### src/shared/lef_pkg.sv
// constants for the link event flag block: map, field positions, resets
// assumes a 32-bit ahb-lite slave decoding the low byte of haddr
package lef_pkg;
    localparam int unsigned ADDR_W          = 8;
    localparam logic [7:0]  ADDR_ACK        = 8'h04;
    localparam logic [7:0]  ADDR_CTRL       = 8'h08;
    localparam logic [7:0]  ADDR_INT_STATUS = 8'h0c;
    localparam logic [7:0]  ADDR_INT_MASK   = 8'h10;
    localparam logic [7:0]  ADDR_PHY_ACCESS = 8'h24;

    // status and mask layout
    localparam int unsigned BIT_SUMMARY     = 0;
    localparam int unsigned FLAG_LSB        = 2;
    localparam int unsigned NFLAG           = 6;
    localparam int unsigned FLAG_PHY_READ   = 0;
    localparam int unsigned FLAG_PHY_RESET  = 1;
    localparam int unsigned FLAG_SELF_ID    = 2;
    localparam int unsigned FLAG_TX_READY   = 3;
    localparam int unsigned FLAG_RX_DATA    = 4;
    localparam int unsigned FLAG_CMD_RESET  = 5;

    // ack register and control register fields
    localparam int unsigned BIT_ACK_VALID   = 31;
    localparam int unsigned BIT_TRIG_EN     = 1;
    localparam int unsigned BIT_SID_RX_EN   = 2;
    localparam int unsigned PHY_DATA_W      = 8;

    localparam logic [NFLAG-1:0]      FLAGS_RESET = 6'h00;
    localparam logic [NFLAG-1:0]      MASK_RESET  = 6'h00;
    localparam logic [1:0]            CTRL_RESET  = 2'h0;
    localparam logic [PHY_DATA_W-1:0] PHY_RESET   = 8'h00;
    localparam logic [31:0]           RDATA_RESET = 32'h0000_0000;

    // received request decode
    localparam logic [3:0]  TCODE_QUAD_WRITE   = 4'h0;
    localparam logic [47:0] RESET_START_OFFSET = 48'hffff_f000_000c;

    localparam logic [1:0]  HTRANS_NONSEQ = 2'h2;
    localparam logic        HRESP_OKAY    = 1'b0;

    typedef enum logic [3:0] {
        ST_IDLE  = 4'b0001,
        ST_WRITE = 4'b0010,
        ST_RWAIT = 4'b0100,
        ST_RDONE = 4'b1000
    } lef_bus_state_e;
endpackage

### src/logic/lef_event_flags.sv
// link event flags: interrupt status bits 2..7, mask, summary, ahb-lite slave
// assumes event inputs come from link logic on hclk, pulses one cycle, except tx_idle, which is a level
//
// Contract
// - phy read flag sets when returned phy value loads the access register
// - self-id complete flag sets once a whole bus reset sequence finishes
// - with self-id receive on, completion waits until self-id packets are stored
// - transmitter ready flag sets when the transmitter becomes idle
// - ready without acknowledge on nonbroadcast async packet means retry when bus idles
// - receiver data flag sets per packet, or per block with trigger enabled
// - during self-id phase receiver data flag sets after every self-id reception
// - command reset flag sets on a received reset-command quadlet write
// - that write is the quadlet write to the node's reset-start register
// - host writes back the read value; each one written clears its flag
// - summary bit zero is the or of flags gated by their mask bits
// - phy reset started flag sets when a bus reset begins
`timescale 1ns/100ps
`default_nettype none
module lef_event_flags (
    input  wire logic                          hclk,
    input  wire logic                          hresetn,
    input  wire logic                          hsel,
    input  wire logic [31:0]                   haddr,
    input  wire logic [1:0]                    htrans,
    input  wire logic                          hwrite,
    input  wire logic [2:0]                    hsize,
    input  wire logic [31:0]                   hwdata,
    input  wire logic                          hready,
    output logic                               hreadyout,
    output logic                               hresp,
    output logic [31:0]                        hrdata,
    input  wire logic                          phy_read_valid,
    input  wire logic [lef_pkg::PHY_DATA_W-1:0] phy_read_data,
    input  wire logic                          phy_reset_start,
    input  wire logic                          bus_reset_done,
    input  wire logic                          grf_selfid_busy,
    input  wire logic                          tx_idle,
    input  wire logic                          tx_async_nonbcast,
    input  wire logic                          acknowledge_valid,
    input  wire logic                          bus_idle,
    input  wire logic                          rx_packet_done,
    input  wire logic                          rx_block_done,
    input  wire logic                          self_id_phase,
    input  wire logic                          rx_selfid_done,
    input  wire logic                          rx_req_valid,
    input  wire logic [3:0]                    rx_tcode,
    input  wire logic [47:0]                   rx_dest_offset,
    output logic                               arb_retry,
    output logic                               self_id_receive_enable,
    output logic                               trigger_enable,
    output logic                               irq
);
    import lef_pkg::*;

    lef_bus_state_e             state_reg;
    logic [ADDR_W-1:0]          addr_reg;
    logic [31:0]                hrdata_reg;
    logic [NFLAG-1:0]           mask_reg;
    logic [1:0]                 ctrl_reg;
    logic [PHY_DATA_W-1:0]      phy_data_reg;
    logic                       sid_pending_reg;
    logic                       tx_idle_reg;
    logic                       retry_pending_reg;
    logic                       arb_retry_reg;
    logic [NFLAG-1:0]           flags;
    logic [NFLAG-1:0]           ev_set;
    logic [NFLAG-1:0]           wr_clr;
    logic                       addr_phase;
    logic                       wr_en;
    logic                       summary;
    logic                       ev_selfid;
    logic                       ev_tx;
    logic                       ev_rx;
    logic                       ev_cmd;
    logic [31:0]                rd_mux;

    // bus slave: writes take no wait, reads one wait to register hrdata
    assign addr_phase = hsel && hready && (htrans == HTRANS_NONSEQ);
    assign wr_en      = (state_reg == ST_WRITE);
    assign hreadyout  = (state_reg != ST_RWAIT);
    assign hresp      = HRESP_OKAY;
    assign hrdata     = hrdata_reg;

    always_ff @(posedge hclk or negedge hresetn) begin
        if (!hresetn) begin
            state_reg <= ST_IDLE;
            addr_reg  <= '0;
        end else begin
            case (state_reg)
                ST_RWAIT: begin
                    state_reg <= ST_RDONE;
                end
                ST_IDLE, ST_WRITE, ST_RDONE: begin
                    if (addr_phase) begin
                        state_reg <= hwrite ? ST_WRITE : ST_RWAIT;
                        addr_reg  <= haddr[ADDR_W-1:0];
                    end else begin
                        state_reg <= ST_IDLE;
                    end
                end
                default: begin
                    state_reg <= ST_IDLE;
                end
            endcase
        end
    end

    // unmapped addresses read zero and ignore writes
    always_comb begin
        rd_mux = RDATA_RESET;
        case (addr_reg)
            ADDR_ACK: begin
                rd_mux[BIT_ACK_VALID] = acknowledge_valid;
            end
            ADDR_CTRL: begin
                rd_mux[BIT_TRIG_EN]   = ctrl_reg[0];
                rd_mux[BIT_SID_RX_EN] = ctrl_reg[1];
            end
            ADDR_INT_STATUS: begin
                rd_mux[FLAG_LSB +: NFLAG] = flags;
                rd_mux[BIT_SUMMARY]       = summary;
            end
            ADDR_INT_MASK: begin
                rd_mux[FLAG_LSB +: NFLAG] = mask_reg;
            end
            ADDR_PHY_ACCESS: begin
                rd_mux[PHY_DATA_W-1:0] = phy_data_reg;
            end
            default: begin
                rd_mux = RDATA_RESET;
            end
        endcase
    end

    always_ff @(posedge hclk or negedge hresetn) begin
        if (!hresetn) begin
            hrdata_reg <= RDATA_RESET;
        end else if (state_reg == ST_RWAIT) begin
            hrdata_reg <= rd_mux;
        end
    end

    always_ff @(posedge hclk or negedge hresetn) begin
        if (!hresetn) begin
            mask_reg <= MASK_RESET;
            ctrl_reg <= CTRL_RESET;
        end else if (wr_en) begin
            if (addr_reg == ADDR_INT_MASK) begin
                mask_reg <= hwdata[FLAG_LSB +: NFLAG];
            end
            if (addr_reg == ADDR_CTRL) begin
                ctrl_reg <= {hwdata[BIT_SID_RX_EN], hwdata[BIT_TRIG_EN]};
            end
        end
    end

    assign trigger_enable         = ctrl_reg[0];
    assign self_id_receive_enable = ctrl_reg[1];

    // phy access register catches the returned value with its flag
    always_ff @(posedge hclk or negedge hresetn) begin
        if (!hresetn) begin
            phy_data_reg <= PHY_RESET;
        end else if (phy_read_valid) begin
            phy_data_reg <= phy_read_data;
        end
    end

    // completion held back while self-id quadlets still head for the fifo
    assign ev_selfid = (sid_pending_reg || bus_reset_done)
                       && !(self_id_receive_enable && grf_selfid_busy);

    always_ff @(posedge hclk or negedge hresetn) begin
        if (!hresetn) begin
            sid_pending_reg <= 1'b0;
        end else begin
            sid_pending_reg <= (sid_pending_reg || bus_reset_done) && !ev_selfid;
        end
    end

    always_ff @(posedge hclk or negedge hresetn) begin
        if (!hresetn) begin
            // transmitter idles high; a low reset value would fake a ready edge
            tx_idle_reg <= 1'b1;
        end else begin
            tx_idle_reg <= tx_idle;
        end
    end

    assign ev_tx = tx_idle && !tx_idle_reg;

    // lost arbitration: request the bus again on the next idle bus
    always_ff @(posedge hclk or negedge hresetn) begin
        if (!hresetn) begin
            retry_pending_reg <= 1'b0;
            arb_retry_reg     <= 1'b0;
        end else begin
            arb_retry_reg <= retry_pending_reg && bus_idle;
            if (ev_tx && tx_async_nonbcast && !acknowledge_valid) begin
                retry_pending_reg <= 1'b1;
            end else if (bus_idle) begin
                retry_pending_reg <= 1'b0;
            end
        end
    end

    assign arb_retry = arb_retry_reg;

    // self-id phase overrides block grouping
    assign ev_rx = self_id_phase ? rx_selfid_done
                 : (trigger_enable ? rx_block_done : rx_packet_done);

    assign ev_cmd = rx_req_valid && (rx_tcode == TCODE_QUAD_WRITE)
                    && (rx_dest_offset == RESET_START_OFFSET);

    always_comb begin
        ev_set                 = '0;
        ev_set[FLAG_PHY_READ]  = phy_read_valid;
        ev_set[FLAG_PHY_RESET] = phy_reset_start;
        ev_set[FLAG_SELF_ID]   = ev_selfid;
        ev_set[FLAG_TX_READY]  = ev_tx;
        ev_set[FLAG_RX_DATA]   = ev_rx;
        ev_set[FLAG_CMD_RESET] = ev_cmd;
    end

    // write-back of the read value clears exactly the ones written
    assign wr_clr = (wr_en && addr_reg == ADDR_INT_STATUS)
                    ? hwdata[FLAG_LSB +: NFLAG] : '0;

    lef_flag_cell #(
        .W         (NFLAG),
        .RESET_VAL (FLAGS_RESET)
    ) u_flags (
        .hclk    (hclk),
        .hresetn (hresetn),
        .set     (ev_set),
        .clr     (wr_clr),
        .flag    (flags)
    );

    assign summary = |(flags & mask_reg);
    assign irq     = summary;
endmodule
`default_nettype wire

### src/logic/lef_flag_cell.sv
// sticky event flags, one per lane, cleared by a write of one
// assumes set and clear are single-cycle strobes on hclk
`timescale 1ns/100ps
`default_nettype none
module lef_flag_cell #(
    parameter int unsigned           W          = 6,
    parameter logic [W-1:0]          RESET_VAL  = '0
) (
    input  wire logic         hclk,
    input  wire logic         hresetn,
    input  wire logic [W-1:0] set,
    input  wire logic [W-1:0] clr,
    output logic      [W-1:0] flag
);
    logic [W-1:0] flag_reg;
    logic [W-1:0] flag_next;

    // set beats clear so an event in the clearing cycle survives
    always_comb begin
        flag_next = (flag_reg & ~clr) | set;
    end

    always_ff @(posedge hclk or negedge hresetn) begin
        if (!hresetn) begin
            flag_reg <= RESET_VAL;
        end else begin
            flag_reg <= flag_next;
        end
    end

    assign flag = flag_reg;

    genvar i;
    generate
        for (i = 0; i < W; i++) begin : g_chk

        end
    endgenerate
endmodule
`default_nettype wire

### config.mk
export PLATFORM = sky130hd
export DESIGN_NAME = lef_event_flags
export DESIGN_NICKNAME = d
export VERILOG_FILES = /design/src/shared/lef_pkg.sv /design/src/logic/lef_event_flags.sv /design/src/logic/lef_flag_cell.sv
export SDC_FILE = /design/constraint.sdc
export NUM_CORES = 1
export LEC_CHECK = 0
export BUFFER_PORTS_ARGS = -buffer_cell sky130_fd_sc_hd__buf_2
export CAP_MARGIN = 20
export CORE_MARGIN = 2
export CORE_UTILIZATION = 36
export DETAILED_ROUTE_END_ITERATION = 10
export GPL_ROUTABILITY_DRIVEN = 0
export PLACE_DENSITY = 0.82
export RECOVER_POWER = 50
export REMOVE_ABC_BUFFERS = 1
export SYNTH_ARGS = -nofsm -noshare
export SYNTH_HDL_FRONTEND = slang
export SYNTH_SLANG_ARGS = --single-unit
export TNS_END_PERCENT = 30
### constraint.sdc
create_clock -name hclk -period 1.7 [get_ports hclk]
set_input_delay 0.255 -clock hclk [delete_from_list [all_inputs] [get_ports hclk]]
set_output_delay 0.255 -clock hclk [all_outputs]
set_load 0.03 [all_outputs]
==> Implementation_results.wiki <==
{| class="wikitable"
! Metric !! Value
|-
| Power density cells || 758 nW/µm²
|-
| Number of maximum-capacitance constraint violations || 0
|-
| Area of the die || 7370 µm²
|-
| Initial Utilization || 37.6%
|-
| Simple-gate share of the synthesized area || 16.9%
|-
| TritonCTS sink count || 47
|-
| Min Clock Period, post-route || 1880 ps
|-
| Hold slack final || 56.5 ps
|-
| Hold Path Class || in2reg
|-
| Status || complete, but fails checks
|-
| Fraction of the yosys area taken by sequential cells || 48.9%
|-
| Register share of total power || 49.1%
|-
| Ranking of synthesized cells by area || sky130_fd_sc_hd__dfrtp_1, sky130_fd_sc_hd__mux2_2, sky130_fd_sc_hd__buf_4
|-
| Arrival time worst endpoint || 2070 ps
|-
| Synth Area in Adders || 0%
|-
| Internal cell power || 0.00179 W
|-
| Iteration-0 DRC count of the detailed router || 107
|-
| Avg WL per Cell || 15.7 µm
|-
| Kind of critical path || reg2reg
|-
| Headroom to the max-slew limit || 32.4%
|-
| Detailed-route vias per instance || 5.00
|-
| Number of antenna violations at the first check in global routing || 0
|-
| Unrepaired setup endpoints after global routing || true
|-
| Sum of net half-perimeters after detailed placement || 5250 µm
|-
| Slew @ Worst Pin || 1010 ps
|-
| Largest area contributor in the synthesized netlist || sky130_fd_sc_hd__dfrtp_1
|-
| Syn Inst Count || 209
|-
| Maximum VDD drop || 515 µV
|-
| Dominant cell by count in the synthesized netlist || sky130_fd_sc_hd__dfrtp_1
|-
| Register bit total from synthesis || 47
|-
| Primary FF master, synth || sky130_fd_sc_hd__dfrtp_1
|-
| Quantity of I/O buffers inserted on ports || 108
|-
| Synthesized-area fraction occupied by ao, oa, aoi and oai cells || 11.7%
|-
| Via count of the first global-routing pass || 2192
|-
| Startpoint type of the worst setup path || flip-flop
|-
| Netlist area before placement || 2410 µm²
|-
| Worst setup skew after layout || 9.26 ps
|-
| Hold path startpoint || tx_idle
|-
| Final critical-path share of the clock period || 111%
|-
| Std-Cell Rows || 29
|-
| Achievable frequency || 0.532 GHz
|-
| Y dimension of the die || 85.9 µm
|-
| Max Fanout on Critical Path || 6
|-
| Sum of routed wire length over all layers || 6720 µm
|-
| Final standard cell utilization of the core || 53.0%
|-
| Ys Warns || 0
|-
| Number of buffers added by the clock tree synthesis step || 5
|-
| Crit Reg-Reg Endpoint || u_flags.flag[4]
|-
| Max-slew violation count || 0
|-
| Proportion of synthesized area in mux cells || 12.0%
|-
| Share of cells above drive strength 1 || 54.0%
|-
| Aggregate negative setup slack || -2270 ps
|-
| Total gr overflow || 0
|-
| Area added between synthesis and finish || 41.2%
|-
| Core area || 6420 µm²
|-
| First-pass detailed-route iteration total || 8
|-
| H-tree levels || 2
|-
| Post-synthesis async set-or-reset flop share || 100%
|-
| Leakage power total || 1.66 nW
|-
| Total global-route track usage || 18.3%
|-
| Average cell area after synthesis || 11.5 µm²
|-
| CTS root buffer || sky130_fd_sc_hd__clkbuf_8
|-
| Req. time, crit path || 1890 ps
|-
| Maximum clock insertion buffer count || 2
|-
| Most instantiated cells after synthesis || sky130_fd_sc_hd__dfrtp_1, sky130_fd_sc_hd__buf_4, sky130_fd_sc_hd__mux2_2
|-
| Register-to-Register Path Depth || 5
|-
| Global-route wire length before repair || 10400 µm
|-
| Total power consumption of the routed design || 0.00258 W
|-
| Remaining antenna violation count || 0
|-
| Net Sw Power || 0.000794 W
|-
| Worst setup slack after layout || -179 ps
|-
| Pin count of the biggest net entering global routing || 30
|-
| Share of the synthesized area in the top cell type || 46.7%
|-
| Switching power share of the total || 30.8%
|-
| Latest clock arrival within the worst-skew pair || 310 ps
|-
| Violated checks || DRC, setup timing
|-
| Distinct cell type count after synthesis || 46
|-
| Main combinational cell family by area after synthesis || simple AND/OR/NAND/NOR gates
|-
| Number of hold violations in the final report || 0
|-
| Via total after detailed routing || 2134
|-
| Die width || 85.9 µm
|-
| Number of DRC violations after detailed routing || 6
|-
| Clock transition at the registers of the reported paths || 90 ps
|-
| Hold path endpoint || tx_idle_reg
|-
| Comb power frac || 25.4%
|-
| Number of enable flip-flop cells after synthesis || 0
|-
| Final net count || 496
|-
| Post-synthesis share of cell area spent on xor and xnor gates || 0.726%
|-
| Register-to-register setup slack || -180 ps
|-
| Count of inserted antenna diode cells || 0
|-
| Clock tree from TritonCTS || built
|-
| Critical path capture point type || flip-flop
|-
| Min-Delay Path Depth || 1
|-
| Clock group share of total power || 25.4%
|-
| Number of top-level pins || 185
|-
| Critical R2R Launch || state_reg[0]
|-
| Setup-failing EPs final || 23
|-
| Max FFs per register || 9
|}
-- power by group through the flow --
stage / combinational, W / sequential, W / clock (W)
6_report: 0.000657 / 0.00127 / 0.000657
5_1_grt: 0.000708 / 0.00128 / 0.000720
4_1_cts: 0.000630 / 0.00127 / 0.000669
3_5_place_dp: 0.000589 / 0.00129 / 0
3_3_place_gp: 0.000567 / 0.00128 / 0
2_1_floorplan: 0.000273 / 0.00131 / 0
-- cells in the final DEF, fill, tap and decap left out, types with 2 or more instances in the layout --
cell and count:
sky130_fd_sc_hd__buf_2 105, sky130_fd_sc_hd__dfstp_2 2, sky130_fd_sc_hd__o21ai_0 2, sky130_fd_sc_hd__a22oi_1 8, sky130_fd_sc_hd__clkbuf_8 5, sky130_fd_sc_hd__mux2_4 7
sky130_fd_sc_hd__and2_1 2, sky130_fd_sc_hd__or4_1 2, sky130_fd_sc_hd__nor3_2 2, sky130_fd_sc_hd__nor2_1 10, sky130_fd_sc_hd__a22o_1 8, sky130_fd_sc_hd__inv_1 5
sky130_fd_sc_hd__buf_6 11, sky130_fd_sc_hd__nor4_1 6, sky130_fd_sc_hd__nand4_1 6, sky130_fd_sc_hd__buf_4 21, sky130_fd_sc_hd__nor3_4 2, sky130_fd_sc_hd__nand2_1 9
sky130_fd_sc_hd__a21o_1 3, sky130_fd_sc_hd__nand4b_1 2, sky130_fd_sc_hd__clkbuf_1 3, sky130_fd_sc_hd__o2bb2ai_1 4, sky130_fd_sc_hd__mux2i_1 2, sky130_fd_sc_hd__mux2_2 17
sky130_fd_sc_hd__conb_1 24, sky130_fd_sc_hd__nand3_1 3, sky130_fd_sc_hd__nor4b_4 2, sky130_fd_sc_hd__a221oi_1 2, sky130_fd_sc_hd__dfrtp_1 45, sky130_fd_sc_hd__nor3b_1 2
-- worst max-delay path by stage --
stage,from,to,depth (start not counted)
3_3_place_gp,addr_reg[7],ctrl_reg[1],5
6_report,state_reg[0],u_flags.flag[4],5
2_1_floorplan,state_reg[1],hrdata[3],4
3_5_place_dp,addr_reg[7],ctrl_reg[0],5
4_1_cts,state_reg[3],u_flags.flag[4],5
5_1_grt,state_reg[0],u_flags.flag[4],5
-- timing repair --
item / CTS / global route
hold buffers: 1 / 0
endpoints found under the setup margin: 21 / 32
setup buffers: 2 / 7
gates resized for setup: 21 / 14
endpoints found under the hold margin: 17 / 0
pin swaps: 10 / 7
-- worst max-delay path: stages (launching register included) --
cell	delay, ps
sky130_fd_sc_hd__dfstp_2	380
sky130_fd_sc_hd__or4b_4	580
sky130_fd_sc_hd__nor4_4	300
sky130_fd_sc_hd__buf_6	170
sky130_fd_sc_hd__nand2_2	50
sky130_fd_sc_hd__a221o_1	280
-- cell type report --
cell class	instances	area, µm²
multi-input cells	149	1200
clock buffers	6	72.6
flip-flops and latches	47	1180
inverters	6	22.5
clock inverters	2	12.5
fillers	564	3020
well taps	77	96.3
repair buffers	140	825
-- cells by family after synthesis --
family,count (synthesis)
buf+inv,36
flops,47
xor+xnor,2
other cells,1
compound gates,36
mux,26
simple gates,61
-- metrics by stage --
stage | cell area (µm²) | setup WS (ps) | std cells
4_1_cts | 3290 | -191 | 420
3_5_place_dp | 3100 | -237 | 409
6_report | 3410 | -179 | 427
2_1_floorplan | 2290 | -222 | 202
3_3_place_gp | 3100 | -203 | 409
5_1_grt | 3410 | -240 | 427
-- layer usage --
metal  part of all wire (%)  global-route usage [%]  vias to the layer above
li1                       -                       -                     1018
met1                     43                    23.9                     1002
met2                     47                    29.5                      102
met3                    7.4                    5.39                       12
met4                    2.0                    5.77                        0
met5                      0                       0                        -
Power figures use the tool's default switching activity.
